**config.mk**
```make
export PLATFORM = sky130hd
export DESIGN_NAME = lps_status_ports
export DESIGN_NICKNAME = d
export VERILOG_FILES = /design/src/logic/lps_pkg.sv /design/src/logic/lps_status_ports.sv /design/src/logic/lps_sync_out.sv
export SDC_FILE = /design/constraint.sdc
export NUM_CORES = 1
export LEC_CHECK = 0
export ABC_AREA = 1
export BUFFER_PORTS_ARGS = -buffer_cell sky130_fd_sc_hd__buf_2
export CELL_PAD_IN_SITES_DETAIL_PLACEMENT = 1
export CELL_PAD_IN_SITES_GLOBAL_PLACEMENT = 1
export CORE_MARGIN = 2
export CORE_UTILIZATION = 43
export DETAILED_ROUTE_END_ITERATION = 16
export PLACE_DENSITY_LB_ADDON = 0.1
export SYNTH_ARGS = -nofsm -noshare
export SYNTH_HDL_FRONTEND = slang
export SYNTH_SLANG_ARGS = --single-unit
```
**constraint.sdc**
```tcl
create_clock -name i_core_clk -period 4.6 [get_ports i_core_clk]
set_clock_uncertainty 0.05 [all_clocks]
set_input_delay 0.92 -clock i_core_clk [delete_from_list [all_inputs] [get_ports i_core_clk]]
set_output_delay 0.92 -clock i_core_clk [all_outputs]
set_load 0.02 [all_outputs]
```
**src/logic/lps_pkg.sv**
```systemverilog
/*
 * Constants and carrier types for the light pen status ports.
 * Assumes a ten-bit host I/O address and four-bit register offsets.
 */
`default_nettype none
package lps_pkg;
	// ---------------------------------------------------------------
	// Register offsets from the I/O base
	// ---------------------------------------------------------------
	localparam logic [3:0] OFF_STATUS      = 4'ha;
	localparam logic [3:0] OFF_PEN_CLEAR   = 4'hb;
	localparam logic [3:0] OFF_PEN_SET     = 4'hc;
	localparam logic [3:0] OFF_UNUSED_LO   = 4'hd;
	localparam logic [3:0] OFF_UNUSED_HI   = 4'hf;

	// ---------------------------------------------------------------
	// Base address decode
	// ---------------------------------------------------------------
	localparam logic [9:0] MONO_BASE_DFLT  = 10'h3b0;
	localparam logic [9:0] COLOR_DELTA     = 10'h020;
	localparam logic [9:0] CUT_WEIGHT_1    = 10'h010;
	localparam logic [9:0] CUT_WEIGHT_2    = 10'h080;
	localparam logic [9:0] CUT_WEIGHT_3    = 10'h100;
	localparam logic [9:0] CUT_WEIGHT_4    = 10'h200;

	// ---------------------------------------------------------------
	// Status field positions and reset values
	// ---------------------------------------------------------------
	localparam int         ST_MODE_LO      = 0;
	localparam int         ST_PEN_LATCH    = 1;
	localparam int         ST_PEN_SWITCH   = 2;
	localparam int         ST_MODE_HI      = 3;
	localparam int         ST_PIX_LSB      = 4;
	localparam logic       PEN_LATCH_RST   = 1'b0;
	localparam logic [3:0] PIX_CNT_RST     = 4'h0;
	localparam logic [7:0] IO_DATA_RST     = 8'h00;

	// Strap settings, all zero means factory default
	typedef struct packed {
		logic [3:0] base_cut;
		logic       hs_inv;
		logic       vs_inv;
		logic       cs_inv;
		logic       cs_ext;
		logic       cb_ext;
		logic       sog_off;
	} lps_straps_s;

	localparam lps_straps_s STRAPS_RST = '0;

	// Raw sync sources, all active high
	typedef struct packed {
		logic hsync;
		logic vsync;
		logic csync_int;
		logic csync_ext;
		logic cblank_int;
		logic cblank_ext;
	} lps_video_s;

	localparam lps_video_s VIDEO_RST = '0;
endpackage : lps_pkg
`default_nettype wire

```
**src/logic/lps_status_ports.sv**
```systemverilog
/*
 * Light pen status ports with base decode and strapped sync options.
 * Assumes an I/O bus with active-low read and write strobes whose address
 * is stable around the strobe, a light pen on pins, and a pixel enable pulse
 * plus mode status bits from logic on the same clock.
 */
`timescale 1ns/1ps
`default_nettype none
// What this block does
// - Eight-bit read-only status at offset ten
// - Bits zero, three follow colour or mono
// - Pen trigger sets latch bit one
// - Reset and clear command clear latch
// - Bit two follows switch, unlatched
// - Bits four to seven give pixel count captured at pen hit while latch is clear
// - Any access at offset eleven clears
// - Any access at offset twelve sets
// - Offsets thirteen to fifteen do nothing
// - Default bases 3B0 and 3D0
// - Four straps cut base weights
// - Sync polarities default, strap invertible
// - Composite sources and sync-on-green strapped
module lps_status_ports (
	input  wire logic                 i_core_clk,
	input  wire logic                 i_rst,
	input  wire logic [9:0]           i_io_addr,
	input  wire logic                 i_io_rd_n,
	input  wire logic                 i_io_wr_n,
	output logic      [7:0]           o_io_data,
	output logic                      o_io_data_oe,
	input  wire logic                 i_pen_trigger,
	input  wire logic                 i_pen_switch_open,
	input  wire logic                 i_pixel_en,
	input  wire logic                 i_color_mode,
	input  wire logic [1:0]           i_color_status,
	input  wire logic [1:0]           i_mono_status,
	input  wire lps_pkg::lps_straps_s i_straps,
	input  wire lps_pkg::lps_video_s  i_video,
	output logic                      o_pen_latched,
	output logic      [3:0]           o_pen_pixel,
	output logic                      o_hsync,
	output logic                      o_vsync,
	output logic                      o_csync,
	output logic                      o_cblank,
	output logic                      o_sync_on_green
);
	// ---------------------------------------------------------------
	// Declarations
	// ---------------------------------------------------------------
	logic [9:0]           addr_s1;
	logic [9:0]           addr_s2;
	logic                 rd_n_s1;
	logic                 rd_n_s2;
	logic                 wr_n_s1;
	logic                 wr_n_s2;
	logic                 busy_q;
	logic                 pen_s1;
	logic                 pen_s2;
	logic                 pen_q;
	logic                 sw_s1;
	logic                 sw_s2;
	lps_pkg::lps_straps_s straps_s1;
	lps_pkg::lps_straps_s straps_s2;
	logic [9:0]           mono_base;
	logic [9:0]           color_base;
	logic                 base_hit;
	logic [3:0]           offset;
	logic                 rd_act;
	logic                 access;
	logic                 hit_status;
	logic                 hit_clear;
	logic                 hit_set;
	logic                 pen_edge;
	logic                 pen_latch;
	logic [3:0]           pix_cnt;
	logic [3:0]           pen_pos;
	logic [7:0]           next_status;

	// ---------------------------------------------------------------
	// Pin synchronisers
	// ---------------------------------------------------------------
	// Two flops on every pin before any logic looks at it
	always_ff @(posedge i_core_clk or posedge i_rst) begin
		if (i_rst) begin
			addr_s1   <= 10'h000;
			addr_s2   <= 10'h000;
			rd_n_s1   <= 1'b1;
			rd_n_s2   <= 1'b1;
			wr_n_s1   <= 1'b1;
			wr_n_s2   <= 1'b1;
			pen_s1    <= 1'b0;
			pen_s2    <= 1'b0;
			sw_s1     <= 1'b0;
			sw_s2     <= 1'b0;
			straps_s1 <= lps_pkg::STRAPS_RST;
			straps_s2 <= lps_pkg::STRAPS_RST;
		end else begin
			addr_s1   <= i_io_addr;
			addr_s2   <= addr_s1;
			rd_n_s1   <= i_io_rd_n;
			rd_n_s2   <= rd_n_s1;
			wr_n_s1   <= i_io_wr_n;
			wr_n_s2   <= wr_n_s1;
			pen_s1    <= i_pen_trigger;
			pen_s2    <= pen_s1;
			sw_s1     <= i_pen_switch_open;
			sw_s2     <= sw_s1;
			straps_s1 <= i_straps;
			straps_s2 <= straps_s1;
		end
	end

	// Edge memory for strobe and pen trigger
	always_ff @(posedge i_core_clk or posedge i_rst) begin
		if (i_rst) begin
			busy_q <= 1'b0;
			pen_q  <= 1'b0;
		end else begin
			busy_q <= ~rd_n_s2 | ~wr_n_s2;
			pen_q  <= pen_s2;
		end
	end

	// ---------------------------------------------------------------
	// Address decode
	// ---------------------------------------------------------------
	// strap cuts remove weights
	always_comb begin
		mono_base = lps_pkg::MONO_BASE_DFLT;
		if (straps_s2.base_cut[0]) begin
			mono_base = mono_base - lps_pkg::CUT_WEIGHT_1;
		end
		if (straps_s2.base_cut[1]) begin
			mono_base = mono_base - lps_pkg::CUT_WEIGHT_2;
		end
		if (straps_s2.base_cut[2]) begin
			mono_base = mono_base - lps_pkg::CUT_WEIGHT_3;
		end
		if (straps_s2.base_cut[3]) begin
			mono_base = mono_base - lps_pkg::CUT_WEIGHT_4;
		end
	end

	assign color_base = mono_base + lps_pkg::COLOR_DELTA;
	assign base_hit   = (addr_s2[9:4] == mono_base[9:4]) ||
	                    (addr_s2[9:4] == color_base[9:4]);
	assign offset     = addr_s2[3:0];
	assign rd_act     = ~rd_n_s2;
	assign access     = (~rd_n_s2 | ~wr_n_s2) & ~busy_q;

	// offsets d to f decode to nothing
	always_comb begin
		hit_status = 1'b0;
		hit_clear  = 1'b0;
		hit_set    = 1'b0;
		if (!base_hit) begin
			hit_status = 1'b0;
		end else if (offset == lps_pkg::OFF_STATUS) begin
			hit_status = 1'b1;
		end else if (offset == lps_pkg::OFF_PEN_CLEAR) begin
			hit_clear = 1'b1;
		end else if (offset == lps_pkg::OFF_PEN_SET) begin
			hit_set = 1'b1;
		end
	end

	// ---------------------------------------------------------------
	// Light pen latch and pixel counter
	// ---------------------------------------------------------------
	assign pen_edge = pen_s2 & ~pen_q;

	always_ff @(posedge i_core_clk or posedge i_rst) begin
		if (i_rst) begin
			pix_cnt <= lps_pkg::PIX_CNT_RST;
		end else if (i_pixel_en) begin
			pix_cnt <= pix_cnt + 4'h1;
		end
	end

	always_ff @(posedge i_core_clk or posedge i_rst) begin
		if (i_rst) begin
			pen_latch <= lps_pkg::PEN_LATCH_RST;
		end else if (pen_edge || (access && hit_set)) begin
			pen_latch <= 1'b1;
		end else if (access && hit_clear) begin
			pen_latch <= 1'b0;
		end
	end

	always_ff @(posedge i_core_clk or posedge i_rst) begin
		if (i_rst) begin
			pen_pos <= lps_pkg::PIX_CNT_RST;
		end else if (pen_edge && !pen_latch) begin
			pen_pos <= pix_cnt;
		end
	end

	// ---------------------------------------------------------------
	// Status read path
	// ---------------------------------------------------------------
	// status assembly
	always_comb begin
		next_status = 8'h00;
		next_status[lps_pkg::ST_MODE_LO] = i_color_mode ? i_color_status[0]
		                                                : i_mono_status[0];
		next_status[lps_pkg::ST_MODE_HI] = i_color_mode ? i_color_status[1]
		                                                : i_mono_status[1];
		next_status[lps_pkg::ST_PEN_LATCH]  = pen_latch;
		next_status[lps_pkg::ST_PEN_SWITCH] = sw_s2;
		next_status[7:lps_pkg::ST_PIX_LSB]  = pen_pos;
	end

	// read drives data, no side effect
	always_ff @(posedge i_core_clk or posedge i_rst) begin
		if (i_rst) begin
			o_io_data    <= lps_pkg::IO_DATA_RST;
			o_io_data_oe <= 1'b0;
		end else begin
			o_io_data_oe <= rd_act & hit_status;
			if (rd_act && hit_status) begin
				o_io_data <= next_status;
			end
		end
	end

	assign o_pen_latched = pen_latch;
	assign o_pen_pixel   = pen_pos;

	// ---------------------------------------------------------------
	// Sync outputs
	// ---------------------------------------------------------------
	lps_sync_out u_sync_out (
		.i_core_clk      (i_core_clk),
		.i_rst           (i_rst),
		.i_straps        (straps_s2),
		.i_video         (i_video),
		.o_hsync         (o_hsync),
		.o_vsync         (o_vsync),
		.o_csync         (o_csync),
		.o_cblank        (o_cblank),
		.o_sync_on_green (o_sync_on_green)
	);
endmodule : lps_status_ports
`default_nettype wire

```
**src/logic/lps_sync_out.sv**
```systemverilog
/*
 * Sync output stage: polarity, source and sync-on-green selection.
 * Assumes straps arrive synchronised and internal sources share the clock;
 * external composite sources come from pins and are synchronised here.
 */
`timescale 1ns/1ps
`default_nettype none
module lps_sync_out (
	input  wire logic               i_core_clk,
	input  wire logic               i_rst,
	input  wire lps_pkg::lps_straps_s i_straps,
	input  wire lps_pkg::lps_video_s  i_video,
	output logic                    o_hsync,
	output logic                    o_vsync,
	output logic                    o_csync,
	output logic                    o_cblank,
	output logic                    o_sync_on_green
);
	logic [1:0] ext_s1;
	logic [1:0] ext_s2;
	logic       cs_sel;
	logic       cb_sel;

	// ---------------------------------------------------------------
	// External source synchroniser
	// ---------------------------------------------------------------
	always_ff @(posedge i_core_clk or posedge i_rst) begin
		if (i_rst) begin
			ext_s1 <= 2'h0;
			ext_s2 <= 2'h0;
		end else begin
			ext_s1 <= {i_video.csync_ext, i_video.cblank_ext};
			ext_s2 <= ext_s1;
		end
	end

	assign cs_sel = i_straps.cs_ext ? ext_s2[1] : i_video.csync_int;
	assign cb_sel = i_straps.cb_ext ? ext_s2[0] : i_video.cblank_int;

	always_ff @(posedge i_core_clk or posedge i_rst) begin
		if (i_rst) begin
			o_hsync         <= 1'b0;
			o_vsync         <= 1'b1;
			o_csync         <= 1'b1;
			o_cblank        <= 1'b0;
			o_sync_on_green <= 1'b0;
		end else begin
			o_hsync         <= i_video.hsync ^ i_straps.hs_inv;
			o_vsync         <= ~i_video.vsync ^ i_straps.vs_inv;
			o_csync         <= ~cs_sel ^ i_straps.cs_inv;
			o_cblank        <= cb_sel;
			o_sync_on_green <= cs_sel & ~i_straps.sog_off;
		end
	end
endmodule : lps_sync_out
`default_nettype wire

```
==> summary by stage <==
Floorplan
For this configuration, the core starts out at a cell density of 0.446. The floorplan step defined a core boundary enclosing roughly 0.0055 mm². The die footprint is 0.00637 mm². During I/O placement, the number of pins put on the boundary was 57. After floorplanning, the core was divided into 27 placement rows. In this run the horizontal extent of the chip is about 80 µm. The y dimension of the die is about 80 µm.

Finish
The most common cell after layout, fill and taps aside is sky130_fd_sc_hd__dfrtp_1. The total number of nets in the final design is around 270. Compared with the post-synthesis result, the final layout area differs by 23.7%.

In the layout the commonest cells are sky130_fd_sc_hd__dfrtp_1, sky130_fd_sc_hd__buf_2, sky130_fd_sc_hd__nand2_1. The final standard cell count with taps included and fillers excluded is between 300 and 400. The final antenna diode count is 0. The multi-input combinational cell area is between 400 and 500 µm². Fill cells in the final layout number 599. The post-route core utilization is 0.552. The area used by sequential logic in the layout is slightly below 0.002 mm². In the final layout, the share of cells above drive strength 1 is 0.364.

Placement
Buffers placed on the I/O ports in this run total 56. The HPWL after detailed placement is 3030 µm. The final weighted congestion in routability-driven placement is 0.705. The worst setup timing slack at the placement stage is roughly 2.3 ns. The cell count after placement is roughly 300.

Clocking
Buffers inserted during clock tree synthesis total 9. Post-CTS repair changed the size of 0 cells. The clock-pin slew on the worst setup and hold paths is about 0.080 ns. The TritonCTS clock tree is built. The clock latency reported for the late side of the worst-skew pair is between 0.3 and 0.4 ns.

The clock drives 77 sinks. After clock tree synthesis, the flow added hold-fix buffers numbering 0. The setup fix buffers added after clock tree synthesis is 0. The buffer depth of the longest clock path is 2. CTS placed an instance of sky130_fd_sc_hd__clkbuf_8 at the clock tree root. The H-tree depth is 3.

STA
Of the available clock period, the critical path in the final layout requires 0.427. The final-report max-slew violation count is 0. The remaining max-slew budget at the tightest pin is 0.305. At the pin with the least slew margin, the transition time is 1.04 ns. The smallest clock period supported by the final layout is computed as around 2.0 ns. The setup TNS after final layout is 0 ns. Setup violations remaining at the end of the flow were counted as 0.

Setup repair after global routing left no endpoint under its margin. The number of hold-slack violations in the final timing report is 0. Derived from the worst setup path, the maximum achievable clock frequency is around 510 MHz. The post-route worst setup slack is about 2.6 ns.

Detailed routing
In the final routed layout, each cell accounts on average for ~13 µm. The count of nets left with antenna violations after detail routing is 0. After detailed routing, the total wire length is roughly 4100 µm. The detailed-routing iteration count for the pre-antenna-repair pass is 4. After the first detailed-routing iteration, the DRC count stood at 55.

The average vias per placed instance is 4.42. The remaining design rule violation count is 0. The via total after detailed routing is 1,374.

Critical path
STA classifies the critical path endpoint as a primary output. Data on the critical path arrives at its endpoint at around 0.99 ns. The startpoint-to-endpoint class of the critical path is reg -> out. The largest single stage delay on the critical path is between 0.5 and 0.6 ns. Among all stages on the critical path, the largest delay is contributed by sky130_fd_sc_hd__dfstp_2. Counting both buffers and inverters, the worst setup path holds a total of 1.

Grouping stages by cell kind, the critical path spends the most delay in flip-flops. The startpoint type of the worst setup path is a flop. The signal on the critical path passes through buf_2. The required time of the critical path is between 3 and 4 ns.

The most critical setup path has its startpoint at u_sync_out.o_vsync. Of all nets on the critical path, the largest fanout is 1. In this run the critical register-to-register path is launched from addr_s2[4].

Synth
Synthesis produced a netlist whose cell count is 171. Counting flops and latches in the post-synthesis netlist gives 77. For this run, the number of Yosys warnings is 0.

The sequential element share of the synthesized area is 0.783. The number of nets handed over by synthesis was between 200 and 250. The synthesized cell area is between 0.002 and 0.0025 mm². The synthesized netlist contains 23 unique library cells. Each instance of the synthesized netlist takes up on average 14.5 µm².

Global routing
The number of global-route vias before repair is ~1,500. The number of antenna violations at the first check in global routing was 0. Entering global routing, the biggest net connects 55 pins.

The total overflow reported by the global router is 0. The global routing usage summed across all routing layers is 0.146. The global-route wire length before repair is roughly 6800 µm.

Hold path
The min-delay analysis places its worst path in the category reg -> reg. The worst hold path begins at addr_s1[9].

Power
The sequential group share of total power is 0.517. Of the total power, combinational logic draws 0.078. The design draws approximately 0.0015 W. The switching share of total power is 0.221. Of the total power, the clock network draws 0.405. The internal power contribution is between 0.001 and 0.0015 W.

Dividing total power by cell area gives a power density of just under 500 mW/mm². The highest ir drop seen on vdd is 226 µV. In this run the static leakage power is between 1.5 and 2 nW. The total net switching power is around 0.00033 W.

Job
Across the run, the number of max-cap violations was 0.

Run status
The run finished with clean final reports.
## kinds of logic after synthesis
logic type,count (synthesis),share of synthesized area
mux,7,0.0314
compound gates,3,0.00607
flops,77,0.783
fa+ha+maj,1,0.00506
buf+inv,18,0.0365
xor+xnor,7,0.0248
simple gates,58,0.113
## sequential cells by signal, summed over array words and instances, names as in the netlist, 2 cells and up
signal and count:
pix_cnt 4, u_sync_out.ext_s2 2, straps_s1 10, addr_s2 10, u_sync_out.ext_s1 2, o_pen_pixel 4
o_io_data 8, straps_s2 10, addr_s1 10
## metal layers
layer  global-route usage  wire (µm)
met3               0.0430        189
met5                    0          0
met4               0.0763         75
met2                0.251       2170
met1                0.164       1640
## power groups by stage
stage | combinational [W] | clock [W] | sequential [W]
after floorplan | 0.0000776 | 0 | 0.000783
after global placement | 0.000113 | 0 | 0.000781
after detailed placement | 0.000120 | 0 | 0.000786
after CTS | 0.000121 | 0.000623 | 0.000773
after global routing | 0.000132 | 0.000656 | 0.000780
final | 0.000117 | 0.000604 | 0.000773
## path summary, 6_finish.rpt
| check | end | slack, ns | depth (start not counted) |
|---|---|---|---|
| worst max-delay path | o_vsync | 2.64 | 1 |
| worst min register to register | addr_s2[9] | 0.30 | 0 |
| worst min-delay path | addr_s2[9] | 0.30 | 0 |
| worst max register to register | o_io_data[7] | 3.17 | 8 |
| min in group asynchronous | straps_s1[0] | 0.78 | 2 |
| max in group asynchronous | rd_n_s2 | 2.78 | 3 |
## through the flow
step           cell area, µm²  hold slack (ns)
2_1_floorplan            2470            0.281
3_3_place_gp             2810            0.284
3_5_place_dp             2810            0.286
4_1_cts                  3060            0.305
5_1_grt                  3060            0.317
6_report                 3060            0.301
## synth_stat cells, drive strengths merged
cell type | number | area share
mux2 | 6 | 0.027
o21ai | 2 | 0.0041
a21oi | 1 | 0.0020
nand3 | 10 | 0.020
dfstp | 6 | 0.064
xnor2 | 2 | 0.0071
inv | 13 | 0.020
nor2 | 9 | 0.017
nand2 | 35 | 0.056
dfrtp | 71 | 0.72
ha | 1 | 0.0051
nor3b | 1 | 0.0030
mux2i | 1 | 0.0041
nand4 | 1 | 0.0025
buf | 5 | 0.017
xor2 | 5 | 0.018
nor3 | 1 | 0.0066
nand3b | 1 | 0.0081
## layout make-up
type / instances / area share
clock buffers: 11 / 0.0463
clock inverters: 5 / 0.0352
inverters: 13 / 0.0160
multi-input cells: 76 / 0.146
flip-flops and latches: 77 / 0.633
well taps: 72 / 0.0295
repair buffers: 57 / 0.0941
(Power assumes the default switching activity.)
